==> src/verilog/dsr_pkg.sv <==
// package: register map, field layout, codes and reset values of the drive setting readback block
package dsr_pkg;

    // register byte offsets on the apb bus
    localparam logic [7:0] OFS_CTRL     = 8'h00;
    localparam logic [7:0] OFS_STATUS   = 8'h04;
    localparam logic [7:0] OFS_MODE     = 8'h08;
    localparam logic [7:0] OFS_RAM_FREQ = 8'h0C;
    localparam logic [7:0] OFS_EEP_FREQ = 8'h10;
    localparam logic [7:0] OFS_CFG      = 8'h14;

    // channel bit positions in ctrl (request) and status (done)
    localparam int CH_MODE = 0;
    localparam int CH_RAM  = 1;
    localparam int CH_EEP  = 2;
    localparam int CH_NUM  = 3;

    // cfg field positions
    localparam int CFG_UNIT_LSB = 0;
    localparam int CFG_MSEL_LSB = 4;

    // reset values
    localparam logic [2:0]  CTRL_RST = 3'h0;
    localparam logic [1:0]  UNIT_RST = 2'h0;
    localparam logic [3:0]  MSEL_RST = 4'h0;
    localparam logic [15:0] DATA_RST = 16'h0000;

    // operation mode readback codes
    localparam logic [15:0] MODE_NET = 16'h0000;
    localparam logic [15:0] MODE_EXT = 16'h0001;
    localparam logic [15:0] MODE_PU  = 16'h0002;

    // mode selection parameter values that force the panel unit code
    localparam logic [3:0] MSEL_PU_A = 4'h3;
    localparam logic [3:0] MSEL_PU_B = 4'h4;

    // frequency readback unit select
    localparam logic [1:0] UNIT_HZ    = 2'h0;
    localparam logic [1:0] UNIT_RPM1  = 2'h1;
    localparam logic [1:0] UNIT_RPM01 = 2'h2;

    // rpm = f[0.01Hz] * 120 / (100 * poles); scaled forms
    localparam logic [31:0] RPM1_NUM  = 32'h0000_0006;
    localparam logic [31:0] RPM1_DEN  = 32'h0000_0005;
    localparam logic [31:0] RPM01_NUM = 32'h0000_000C;

endpackage

==> src/verilog/dsr_read_channel.sv <==
// one read channel: request edge detect, capture on rising request, done flag
`timescale 1ns/1ps
module dsr_read_channel (
    input  wire logic        pclk,
    input  wire logic        presetn,
    input  wire logic        ce,
    input  wire logic        req,
    input  wire logic [15:0] value,
    output logic             done,
    output logic [15:0]      data
);

    typedef struct packed {
        logic        req_q;
        logic        done;
        logic [15:0] data;
    } dsr_chan_t;

    dsr_chan_t r;
    dsr_chan_t next_r;

    always_comb begin
        next_r       = r;
        next_r.req_q = req;
        if (req && !r.req_q && !r.done) begin
            next_r.data = value;
            next_r.done = 1'b1;
        end else if (!req) begin
            // done only drops with the request, so a held request never re-captures
            next_r.done = 1'b0;
        end
    end

    always_ff @(posedge pclk or negedge presetn) begin
        if (!presetn) begin
            r <= '{req_q: 1'b0, done: 1'b0, data: dsr_pkg::DATA_RST};
        end else if (ce) begin
            r <= next_r;
        end
    end

    assign done = r.done;
    assign data = r.data;

    property p_capture;
        @(posedge pclk) disable iff (!presetn)
        (ce && req && !r.req_q && !r.done) |=> (r.done && r.data == $past(value));
    endproperty
    a_capture: assert property (p_capture) else $error("rising request did not capture");

    property p_done_cause;
        @(posedge pclk) disable iff (!presetn)
        $rose(r.done) |-> $past(req && !r.req_q && ce);
    endproperty
    a_done_cause: assert property (p_done_cause) else $error("done rose without rising request");

    property p_hold;
        @(posedge pclk) disable iff (!presetn)
        (r.done && req && r.req_q) |=> $stable(r.data);
    endproperty
    a_hold: assert property (p_hold) else $error("readback changed while request held");

    property p_clear;
        @(posedge pclk) disable iff (!presetn)
        (ce && !req) |=> !r.done;
    endproperty
    a_clear: assert property (p_clear) else $error("done not cleared after request drop");

endmodule

==> src/verilog/dsr_unit_conv.sv <==
// frequency setting to readback unit conversion, registered
`timescale 1ns/1ps
module dsr_unit_conv #(
    parameter int POLES = 4
) (
    input  wire logic        pclk,
    input  wire logic        presetn,
    input  wire logic        ce,
    input  wire logic [1:0]  unit,
    input  wire logic [15:0] freq_in,
    output logic [15:0]      scaled
);

    typedef struct packed {
        logic [15:0] val;
    } dsr_conv_t;

    dsr_conv_t   r;
    dsr_conv_t   next_r;
    logic [31:0] wide;

    always_comb begin
        next_r = r;
        if (unit == dsr_pkg::UNIT_RPM1) begin
            wide = ({16'h0000, freq_in} * dsr_pkg::RPM1_NUM) / (dsr_pkg::RPM1_DEN * 32'(POLES));
        end else if (unit == dsr_pkg::UNIT_RPM01) begin
            wide = ({16'h0000, freq_in} * dsr_pkg::RPM01_NUM) / 32'(POLES);
        end else begin
            wide = {16'h0000, freq_in};
        end
        next_r.val = wide[15:0];
    end

    always_ff @(posedge pclk or negedge presetn) begin
        if (!presetn) begin
            r <= '{val: dsr_pkg::DATA_RST};
        end else if (ce) begin
            r <= next_r;
        end
    end

    assign scaled = r.val;

    property p_hz_pass;
        @(posedge pclk) disable iff (!presetn)
        (ce && unit == dsr_pkg::UNIT_HZ) |=> (scaled == $past(freq_in));
    endproperty
    a_hz_pass: assert property (p_hz_pass) else $error("hz readback not passed through");

    property p_rpm01_scale;
        @(posedge pclk) disable iff (!presetn)
        (ce && unit == dsr_pkg::UNIT_RPM01)
            |=> (32'(scaled) == ((32'($past(freq_in)) * 32'd12) / 32'(POLES)) % 32'h0001_0000);
    endproperty
    a_rpm01_scale: assert property (p_rpm01_scale) else $error("0.1 rpm scaling wrong");

endmodule

==> src/verilog/dsr_readback.sv <==
// drive setting readback: three request/done read channels behind an apb register slave
//
// Behaviour
// - readback captured when done rises, only after request goes off to on.
// - while request stays on, the readback register is not updated.
// - mode codes: 0 network control, 1 external terminal, 2 panel unit.
// - nonzero mode parameter reports its fixed mode; 3 or 4 report panel unit. The code forces only 3 and 4; other values report op_mode_live.
// - ram frequency readback is unsigned hundredths of a hertz.
// - eeprom frequency readback uses the same hundredths of a hertz scale.
// - in speed setting both frequency readbacks are 1 or 0.1 r/min.
// - frequency channels return the stored setting, never the terminal command.
// - three independent channels, each with request, done and readback, always usable.
//
// Added by the designer: register access over APB and the register offsets.
`timescale 1ns/1ps
module dsr_readback #(
    parameter int POLES = 4
) (
    input  wire logic        pclk,
    input  wire logic        presetn,
    input  wire logic        ce,
    // apb slave
    input  wire logic        psel,
    input  wire logic        penable,
    input  wire logic        pwrite,
    input  wire logic [7:0]  paddr,
    input  wire logic [31:0] pwdata,
    input  wire logic [3:0]  pstrb,
    output logic             pready,
    output logic             pslverr,
    output logic [31:0]      prdata,
    // drive state feeding the channels
    input  wire logic [1:0]  op_mode_live,
    input  wire logic [15:0] ram_set_freq,
    input  wire logic [15:0] eeprom_set_freq,
    // done flags, also visible in the status register
    output logic             mode_read_done,
    output logic             ram_freq_read_done,
    output logic             eeprom_freq_read_done
);

    typedef struct packed {
        logic [2:0]  req;
        logic [1:0]  unit;
        logic [3:0]  msel;
        logic        pready;
        logic        pslverr;
        logic [31:0] prdata;
    } dsr_top_t;

    dsr_top_t    r;
    dsr_top_t    next_r;

    logic        access;
    logic        hit;
    logic [31:0] rd;
    logic [15:0] mode_val;
    logic [15:0] ram_scaled;
    logic [15:0] eep_scaled;
    logic [2:0]  done;
    logic [15:0] mode_readback;
    logic [15:0] ram_freq_readback;
    logic [15:0] eeprom_freq_readback;

    // mode value presented to the mode channel
    always_comb begin
        if (r.msel == dsr_pkg::MSEL_PU_A || r.msel == dsr_pkg::MSEL_PU_B) begin
            mode_val = dsr_pkg::MODE_PU;
        end else if (op_mode_live == dsr_pkg::MODE_NET[1:0]) begin
            mode_val = dsr_pkg::MODE_NET;
        end else if (op_mode_live == dsr_pkg::MODE_PU[1:0]) begin
            mode_val = dsr_pkg::MODE_PU;
        end else begin
            // the live mode already follows a fixed parameter; unused code folds to external
            mode_val = dsr_pkg::MODE_EXT;
        end
    end

    // stored settings only; the terminal frequency command never enters this block
    dsr_unit_conv #(
        .POLES   (POLES)
    ) u_conv_ram (
        .pclk    (pclk),
        .presetn (presetn),
        .ce      (ce),
        .unit    (r.unit),
        .freq_in (ram_set_freq),
        .scaled  (ram_scaled)
    );

    dsr_unit_conv #(
        .POLES   (POLES)
    ) u_conv_eep (
        .pclk    (pclk),
        .presetn (presetn),
        .ce      (ce),
        .unit    (r.unit),
        .freq_in (eeprom_set_freq),
        .scaled  (eep_scaled)
    );

    // one instance per channel, no shared state between them
    dsr_read_channel u_ch_mode (
        .pclk    (pclk),
        .presetn (presetn),
        .ce      (ce),
        .req     (r.req[dsr_pkg::CH_MODE]),
        .value   (mode_val),
        .done    (done[dsr_pkg::CH_MODE]),
        .data    (mode_readback)
    );

    dsr_read_channel u_ch_ram (
        .pclk    (pclk),
        .presetn (presetn),
        .ce      (ce),
        .req     (r.req[dsr_pkg::CH_RAM]),
        .value   (ram_scaled),
        .done    (done[dsr_pkg::CH_RAM]),
        .data    (ram_freq_readback)
    );

    dsr_read_channel u_ch_eep (
        .pclk    (pclk),
        .presetn (presetn),
        .ce      (ce),
        .req     (r.req[dsr_pkg::CH_EEP]),
        .value   (eep_scaled),
        .done    (done[dsr_pkg::CH_EEP]),
        .data    (eeprom_freq_readback)
    );

    // read decode
    always_comb begin
        hit = 1'b1;
        rd  = 32'h0000_0000;
        if (paddr == dsr_pkg::OFS_CTRL) begin
            rd[2:0] = r.req;
        end else if (paddr == dsr_pkg::OFS_STATUS) begin
            rd[2:0] = done;
        end else if (paddr == dsr_pkg::OFS_MODE) begin
            rd[15:0] = mode_readback;
        end else if (paddr == dsr_pkg::OFS_RAM_FREQ) begin
            rd[15:0] = ram_freq_readback;
        end else if (paddr == dsr_pkg::OFS_EEP_FREQ) begin
            rd[15:0] = eeprom_freq_readback;
        end else if (paddr == dsr_pkg::OFS_CFG) begin
            rd[dsr_pkg::CFG_UNIT_LSB +: 2] = r.unit;
            rd[dsr_pkg::CFG_MSEL_LSB +: 4] = r.msel;
        end else begin
            hit = 1'b0;
        end
    end

    // one wait state keeps pready, pslverr and prdata straight from flip-flops
    always_comb begin
        access         = psel && penable;
        next_r         = r;
        next_r.pready  = 1'b0;
        next_r.pslverr = 1'b0;
        if (access && !r.pready) begin
            next_r.pready  = 1'b1;
            next_r.pslverr = !hit;
            next_r.prdata  = pwrite ? 32'h0000_0000 : rd;
        end
        if (access && r.pready && pwrite && !r.pslverr && pstrb[0]) begin
            if (paddr == dsr_pkg::OFS_CTRL) begin
                // software toggles these to re-arm a channel
                next_r.req = pwdata[2:0];
            end else if (paddr == dsr_pkg::OFS_CFG) begin
                next_r.unit = pwdata[dsr_pkg::CFG_UNIT_LSB +: 2];
                next_r.msel = pwdata[dsr_pkg::CFG_MSEL_LSB +: 4];
            end
        end
    end

    always_ff @(posedge pclk or negedge presetn) begin
        if (!presetn) begin
            r <= '{req:     dsr_pkg::CTRL_RST,
                   unit:    dsr_pkg::UNIT_RST,
                   msel:    dsr_pkg::MSEL_RST,
                   pready:  1'b0,
                   pslverr: 1'b0,
                   prdata:  32'h0000_0000};
        end else if (ce) begin
            r <= next_r;
        end
    end

    assign pready                = r.pready;
    assign pslverr               = r.pslverr;
    assign prdata                = r.prdata;
    assign mode_read_done        = done[dsr_pkg::CH_MODE];
    assign ram_freq_read_done    = done[dsr_pkg::CH_RAM];
    assign eeprom_freq_read_done = done[dsr_pkg::CH_EEP];

    property p_mode_pu;
        @(posedge pclk) disable iff (!presetn)
        (r.msel == dsr_pkg::MSEL_PU_A || r.msel == dsr_pkg::MSEL_PU_B) |-> (mode_val == dsr_pkg::MODE_PU);
    endproperty
    a_mode_pu: assert property (p_mode_pu) else $error("mode 3 or 4 not reported as panel unit");

    property p_mode_codes;
        @(posedge pclk) disable iff (!presetn)
        (mode_readback <= dsr_pkg::MODE_PU) && (mode_val <= dsr_pkg::MODE_PU);
    endproperty
    a_mode_codes: assert property (p_mode_codes) else $error("unused mode code reported");

    property p_apb_answer;
        @(posedge pclk) disable iff (!presetn)
        (ce && psel && penable && !pready) |=> pready ##1 (!pready || !$past(ce));
    endproperty
    a_apb_answer: assert property (p_apb_answer) else $error("apb answer not one wait state");

    property p_req_write;
        @(posedge pclk) disable iff (!presetn)
        (ce && psel && penable && pready && pwrite && !pslverr && pstrb[0] && paddr == dsr_pkg::OFS_CTRL)
            |=> (r.req == $past(pwdata[2:0]));
    endproperty
    a_req_write: assert property (p_req_write) else $error("request write not applied");

    property p_status_read;
        @(posedge pclk) disable iff (!presetn)
        (ce && psel && penable && !pready && !pwrite && paddr == dsr_pkg::OFS_STATUS)
            |=> (prdata == {29'h0, $past(done)});
    endproperty
    a_status_read: assert property (p_status_read) else $error("status read does not show done flags");

    property p_mode_read;
        @(posedge pclk) disable iff (!presetn)
        (ce && psel && penable && !pready && !pwrite && paddr == dsr_pkg::OFS_MODE)
            |=> (prdata == {16'h0000, $past(mode_readback)});
    endproperty
    a_mode_read: assert property (p_mode_read) else $error("mode readback read wrong");

    property p_ram_read;
        @(posedge pclk) disable iff (!presetn)
        (ce && psel && penable && !pready && !pwrite && paddr == dsr_pkg::OFS_RAM_FREQ)
            |=> (prdata == {16'h0000, $past(ram_freq_readback)});
    endproperty
    a_ram_read: assert property (p_ram_read) else $error("ram frequency readback read wrong");

    property p_eep_read;
        @(posedge pclk) disable iff (!presetn)
        (ce && psel && penable && !pready && !pwrite && paddr == dsr_pkg::OFS_EEP_FREQ)
            |=> (prdata == {16'h0000, $past(eeprom_freq_readback)});
    endproperty
    a_eep_read: assert property (p_eep_read) else $error("eeprom frequency readback read wrong");

    property p_unmapped;
        @(posedge pclk) disable iff (!presetn)
        (ce && psel && penable && !pready && !hit) |=> (pslverr && prdata == 32'h0000_0000);
    endproperty
    a_unmapped: assert property (p_unmapped) else $error("unmapped access not refused");

    property p_write_zero;
        @(posedge pclk) disable iff (!presetn)
        (ce && psel && penable && !pready && pwrite) |=> (prdata == 32'h0000_0000);
    endproperty
    a_write_zero: assert property (p_write_zero) else $error("write answer carries read data");

    property p_err_with_ready;
        @(posedge pclk) disable iff (!presetn)
        !pready |-> !pslverr;
    endproperty
    a_err_with_ready: assert property (p_err_with_ready) else $error("error flag outside answer cycle");

    property p_ce_freeze;
        @(posedge pclk) disable iff (!presetn)
        !ce |=> $stable(r);
    endproperty
    a_ce_freeze: assert property (p_ce_freeze) else $error("state moved while clock enable low");

    property p_ram_source;
        @(posedge pclk) disable iff (!presetn)
        (ce && r.unit == dsr_pkg::UNIT_HZ) |=> (ram_scaled == $past(ram_set_freq));
    endproperty
    a_ram_source: assert property (p_ram_source) else $error("ram channel not fed stored setting");

    property p_eep_source;
        @(posedge pclk) disable iff (!presetn)
        (ce && r.unit == dsr_pkg::UNIT_HZ) |=> (eep_scaled == $past(eeprom_set_freq));
    endproperty
    a_eep_source: assert property (p_eep_source) else $error("eeprom channel not fed stored setting");

    property p_mode_net;
        @(posedge pclk) disable iff (!presetn)
        (r.msel != dsr_pkg::MSEL_PU_A && r.msel != dsr_pkg::MSEL_PU_B && op_mode_live == dsr_pkg::MODE_NET[1:0])
            |-> (mode_val == dsr_pkg::MODE_NET);
    endproperty
    a_mode_net: assert property (p_mode_net) else $error("network mode not reported");

    property p_mode_ext;
        @(posedge pclk) disable iff (!presetn)
        (r.msel != dsr_pkg::MSEL_PU_A && r.msel != dsr_pkg::MSEL_PU_B
            && (op_mode_live == dsr_pkg::MODE_EXT[1:0] || op_mode_live == 2'h3)) |-> (mode_val == dsr_pkg::MODE_EXT);
    endproperty
    a_mode_ext: assert property (p_mode_ext) else $error("external mode not reported");

    property p_cfg_write;
        @(posedge pclk) disable iff (!presetn)
        (ce && psel && penable && pready && pwrite && !pslverr && pstrb[0] && paddr == dsr_pkg::OFS_CFG)
            |=> (r.unit == $past(pwdata[dsr_pkg::CFG_UNIT_LSB +: 2])
                 && r.msel == $past(pwdata[dsr_pkg::CFG_MSEL_LSB +: 4]));
    endproperty
    a_cfg_write: assert property (p_cfg_write) else $error("config write not applied");

    property p_ro_write;
        @(posedge pclk) disable iff (!presetn)
        (ce && psel && penable && pready && pwrite && paddr != dsr_pkg::OFS_CTRL)
            |=> (r.req == $past(r.req));
    endproperty
    a_ro_write: assert property (p_ro_write) else $error("requests changed by write elsewhere");

endmodule

==> config.mk <==
export PLATFORM = sky130hd
export DESIGN_NAME = dsr_readback
export DESIGN_NICKNAME = d
export VERILOG_FILES = /design/src/verilog/dsr_pkg.sv /design/src/verilog/dsr_read_channel.sv /design/src/verilog/dsr_unit_conv.sv /design/src/verilog/dsr_readback.sv
export SDC_FILE = /design/constraint.sdc
export NUM_CORES = 1
export LEC_CHECK = 0
export ABC_AREA = 1
export BUFFER_PORTS_ARGS = -buffer_cell sky130_fd_sc_hd__buf_2
export CAP_MARGIN = 5
export CORE_MARGIN = 5
export CORE_UTILIZATION = 56
export DETAILED_ROUTE_END_ITERATION = 10
export PLACE_DENSITY_LB_ADDON = 0.05
export SLEW_MARGIN = 20
export SYNTH_ARGS = -nofsm -noshare
export SYNTH_HDL_FRONTEND = slang
export SYNTH_SLANG_ARGS = --single-unit
==> constraint.sdc <==
create_clock -name pclk -period 3.2 [get_ports pclk]
set_clock_uncertainty 0.1 [all_clocks]
set_input_delay 0.32 -clock pclk [delete_from_list [all_inputs] [get_ports pclk]]
set_output_delay 0.32 -clock pclk [all_outputs]
set_load 0.02 [all_outputs]
==> impl_summary.md, run 1 <==
Status
The flow did not finish. The stage at which the run stopped is 5_1_grt. The first error in the log reads "[ERROR GRT-0232] Routing congestion too high. Check the congestion heatmap in the GUI".

Yosys
The cell type contributing the most total cell area after synthesis is nand2_1. The number of warnings reported in the yosys synthesis log is 0. The top cell type by area accounts for 17.4% of the synthesized area. In the post-synthesis netlist, the biggest area contributors are nand2_1 17%, dfrtp_1 14%, nand3_1 8.3%. The netlist uses 70 different library cells. The area of the mapped netlist is between 15000 and 20000 µm². The fraction of the yosys area taken by sequential cells is between 10% and 20%. The cell count after synthesis is slightly below 3000. In this run the mean area of a mapped cell was just over 6 µm².

After synthesis the netlist holds a flip-flop and latch count of a little under 100.

CTS
CTS built an H-tree with a depth of 3. The tree built by TritonCTS fans out to 99 sinks. The clock passes through at most 2 buffers. Buffers inserted during clock tree synthesis total 9. In this run the clock root is driven by a clkbuf_16.

Placement
The routability-driven placement congestion ratio is 0.973. The detailed placer's ending HPWL is 49.4 mm. In this run the tool buffered the top-level ports with between 70 and 80 buffer cells.

Floorplanning
Measured along the x axis, the die boundary spans 189 µm. In this run the core area contains 65 standard-cell rows. The top-level port count is roughly 120. The height of the die is ~190 µm. The starting density of the core is a little under three fifths.

Global routing
The residual overflow from global routing is 7. Global routing used 71.9% of the available tracks across all layers. The largest net degree at the start of global routing is 55. The initial antenna violation count came to 13.

Timing
When the global-route repair_timing finished, the worst setup path ended at u_conv_eep.scaled[0]$_DFFE_PN0P_/D. The type of pin the worst path ends at is a register data pin.
layer usage:
| metal | GRT overflow | track usage, % |
|---|---|---|
| met5 | 0 | 47.3 |
| met4 | 2 | 68.3 |
| met3 | 0 | 59.8 |
| met2 | 4 | 85.5 |
| met1 | 1 | 71.6 |
cell usage after synthesis (all sizes together):
cell type / number
inv: 405
mux2: 18
nand3b: 22
a22oi: 3
nor2: 296
a221oi: 7
a31o: 1
bufinv: 1
nand2: 1117
o221ai: 2
o211ai: 7
o21ai: 82
a21boi: 1
nand3: 373
o2111ai: 3
mux2i: 1
nor4: 5
a31oi: 3
o41ai: 1
o31ai: 15
and2: 4
xor2: 41
clkbuf: 33
conb: 1
or3: 1
a21o: 1
dfrtp: 99
clkinv: 21
a21oi: 96
a41oi: 14
fa: 2
o21bai: 5
xnor2: 11
ha: 38
o22ai: 2
buf: 59
nand4: 107
a211oi: 1
nor3: 20
a32o: 1
kinds of logic after synthesis:
group                      after synthesis  share of synthesized area [%]
buffers and inverters                  519                           13.6
other                                    1                         0.0208
muxes                                   19                           1.18
and+or+nand+nor                       1945                           57.7
xor gates and xnor gates                52                           2.61
AOI/OAI and AO/OA                      245                           8.24
adders and majority gates               40                           2.86
DFF                                     99                           13.7
through the flow:
| step | setup TNS (ns) | setup slack (ns) | instance area [µm²] | cells |
|---|---|---|---|---|
| 3_3_place_gp | -119.38 | -7.93 | 24000 | 4008 |
| 2_1_floorplan | -98.56 | -6.83 | 18700 | 2935 |
| 4_1_cts | -108.13 | -7.17 | 26800 | 4144 |
| 3_5_place_dp | -125.40 | -8.24 | 24000 | 4008 |
repair_timing:
action	4_1_cts
resized for setup	337
setup endpoints to repair	26
setup buffers	118
endpoints found under the hold margin	53
cloned	8
pin swaps	107
hold buffers	1
==> run 2: changes to the inputs <==
--- a/config.mk
+++ b/config.mk
@@ -9,9 +9,9 @@
 export BUFFER_PORTS_ARGS = -buffer_cell sky130_fd_sc_hd__buf_2
 export CAP_MARGIN = 5
 export CORE_MARGIN = 5
-export CORE_UTILIZATION = 56
+export CORE_UTILIZATION = 40
 export DETAILED_ROUTE_END_ITERATION = 10
-export PLACE_DENSITY_LB_ADDON = 0.05
+export PLACE_DENSITY_LB_ADDON = 0.15
 export SLEW_MARGIN = 20
 export SYNTH_ARGS = -nofsm -noshare
 export SYNTH_HDL_FRONTEND = slang
==> run 2 against run 1 <==
  * The flow now finishes, with violations (setup timing)
  * Synthesized cell count unchanged
  * Synthesized area unchanged
==> impl_summary.md, run 2 <==
Status
The flow ran to the end, but the final reports show violations. The checks that failed: setup timing.

Global routing
The all-layer global routing usage is 24.6%. The residual overflow from global routing is 0. The number of global-route vias before repair is 21500.

The largest net degree at the start of global routing is 63. The wire length of the first global-routing pass is 105 mm. The initial antenna violation count is 0.

CTS
For this design, the sink count on the clock tree is 99. The number of clock buffers added by TritonCTS is 9. The tree is rooted in a clkbuf_16. The number of H-tree levels is 3.

The clock tree from TritonCTS is built. The clock input transition at the sequential cells of the worst setup and hold paths is around 0.07 ns. In this run the deepest clock path goes through 2 buffers.

Clock latency on the worst-skew pair, taken at its later pin, is ~0.34 ns.

Detailed routing
For this run, design rule violations remaining after detail routing come to 0. Across all layers, the routed design uses 22400 vias. The post-route antenna net violation count is 0. The number of design-rule violations left by the first detailed-router iteration is between 1000 and 1500. The detailed-router iteration count before antenna repair is 5.

The final layout contains routed wiring with a total length of between 60 and 70 mm. The per-cell routed wire length is ~15 µm. The per-cell via count in the routed design is 5.04.

Floorplanning
The floorplan step defined a die boundary enclosing ~50000 µm². In this run the count of I/O pins placed on the die edge is 121. The number of rows created at floorplan is 77. The starting density of the core is about 41%. The height of the die is around 220 µm. The horizontal extent of the die is approximately 220 µm. After floorplanning, the core was sized to cover between 40000 and 50000 µm².

Timing
The number of pins exceeding their max-slew limit in the final report is 0. The total negative setup slack is -114.31 ns. The number of hold-slack violations in the final timing report is 0. The worst slew slack as a fraction of its limit is 43.6%. At the pin with the least slew margin, the transition time is between 0.8 and 0.9 ns. Timing would allow up to between 90 and 100 MHz.

Setup violations remaining at the end of the flow were counted as 26. Of the available clock period, the critical path in the final layout requires 334%. The worst path setup slack after routing is -7.50 ns. Setup repair after global routing could not meet its margin everywhere. Subtracting the final worst setup slack from the clock period gives roughly 11 ns.

Finish
The number of diodes is 0. The share of post-route cells with drive strength above 1 is 52.4%. The layout has around 3800 filler cells. The growth of design area from synthesis to finish is 62.3%.

The library cell used most frequently in the layout, excluding fill and tap cells, is buf_4. The net count reported at finish is 3970. The library cells used most frequently in the layout, excluding fill and tap cells, are 801 x buf_4, 641 x nand2_1, 327 x inv_1. For this run, the share of the core covered by cells in the final layout is 65.9%.

Setup path
The number of buffer and inverter stages on the critical path is 17. For the worst setup path, the data required time is between 3 and 4 ns. The category of the most critical setup path is input port to register. The arrival time reported for the critical path endpoint is ~11 ns. Of all nets on the critical path, the largest fanout is 8. The slowest stage of the critical path is the fa_2 cell. The largest incremental delay on the critical path is approximately 0.42 ns. The worst setup path is captured at a register.

The cell with the most instances on the worst path is nand2_2. The kind of launch point of the worst setup path is an input port. The worst register-to-register path has a setup slack of roughly 1.1 ns. The kind of cell with the highest combined delay along the critical path is simple AND/OR/NAND/NOR gates.

Job
The number of max-cap violations is 0.

Placement
The HPWL after detailed placement is about 50 mm. Routability-driven placement finished with a final weighted congestion of 0.943. The count of port buffers added during placement is 76.

Yosys
After synthesis, the mean cell area works out to 6.17 µm². The number of distinct library cells after synthesis is 70. Among all cell types in the netlist, the one instantiated most often is nand2_1. Summing every instance area after synthesis gives about 18000 µm².

In the synthesized netlist the async set-or-reset flop fraction comes to 100%. The area share of the largest cell type after synthesis is ~17%. Ranked by total cell area, the synthesized netlist is headed by nand2_1 17%, dfrtp_1 14%, nand3_1 8.3%. The most used flip-flop cell after synthesis is dfrtp_1. The cell count after synthesis is just under 3000. The cell type contributing the most total cell area after synthesis is nand2_1.

For this run, the number of Yosys warnings is 0. After synthesis the netlist holds a flip-flop and latch count of a little under 100. In the synthesized netlist, the cells that appear most often are 835 x nand2_1, 364 x inv_1, 298 x nand3_1, 216 x nor2_1, 180 x nand2_2.

Yosys mapped a number of flops with a built-in enable equal to 0. Sequential elements use 13.7% of the synthesized area.

Hold path
In this run the worst hold path is classified as input port to register.
run 2: metrics by stage:
| stage | instances | cell area, µm² | setup WS [ns] | hold WS, ns |
|---|---|---|---|---|
| after CTS | 4361 | 26900 | -7.28 | 0.0702 |
| after global routing | 4443 | 29300 | -8.29 | 0.0928 |
| after global placement | 4226 | 24400 | -8.23 | 0.340 |
| after detailed placement | 4226 | 24400 | -8.44 | 0.345 |
| after floorplan | 2935 | 18700 | -6.83 | -0.0756 |
| final | 4443 | 29300 | -7.50 | 0.0768 |
run 2: logic make-up (layout without fill, tap and decap cells):
kind of cell               after synthesis  count (layout)  share of synthesized area (%)
other                                    1              16                         0.0208
buffers and inverters                  519            1428                           13.6
and+or+nand+nor                       1945            1952                           57.7
muxes                                   19              19                           1.18
AOI/OAI and AO/OA                      245             245                           8.24
DFF                                     99              99                           13.7
adders and majority gates               40              40                           2.86
xor gates and xnor gates                52              52                           2.61
run 2: tightest hold or removal path: cells and delay by family:
kind	cells	cell delay [ns]
AO/OA/AOI/OAI	1	0.05
buffers and inverters	2	0.11
run 2: area by class of cell:
type | count | area [µm²] | area share [%]
multi-input combinational | 2324 | 16300 | 55.7
sequential | 99 | 2480 | 8.47
clock buffer | 9 | 225 | 0.770
timing repair buffer | 985 | 7760 | 26.5
inverter | 427 | 1680 | 5.75
tap | 592 | 741 | 2.53
clock inverter | 7 | 68.8 | 0.235
run 2: final timing paths:
path,cells past startpoint,start,end
worst min register to register,2,u_ch_ram.r[17],u_ch_ram.r[17]
min in group asynchronous,2,presetn,prdata[0]
worst max register to register,5,pready,prdata[4]
worst min-delay path,3,pwdata[4],r[34]
worst max-delay path,97,ram_set_freq[1],u_conv_ram.scaled[0]
max in group asynchronous,3,presetn,u_ch_ram.data[7]
run 2: repair_timing:
| item | in CTS | in global routing |
|---|---|---|
| gates resized for setup | 312 | 429 |
| endpoints found under the hold margin | 59 | 0 |
| endpoints found under the setup margin | 26 | 28 |
| pin swaps | 146 | 267 |
| setup buffers | 116 | 93 |
| gates cloned | 7 | 1 |
| hold buffers | 1 | 0 |
run 2: per-layer routing:
layer | GRT usage, % | wire (µm)
met1 | 34.5 | 31100
met5 | 0 | 0
met4 | 4.63 | 1220
met2 | 41.8 | 32200
met3 | 2.22 | 2240
Power of run 2 is not shown: default switching activity piles up to over one toggle a cycle in this logic, so the estimate is an artifact.
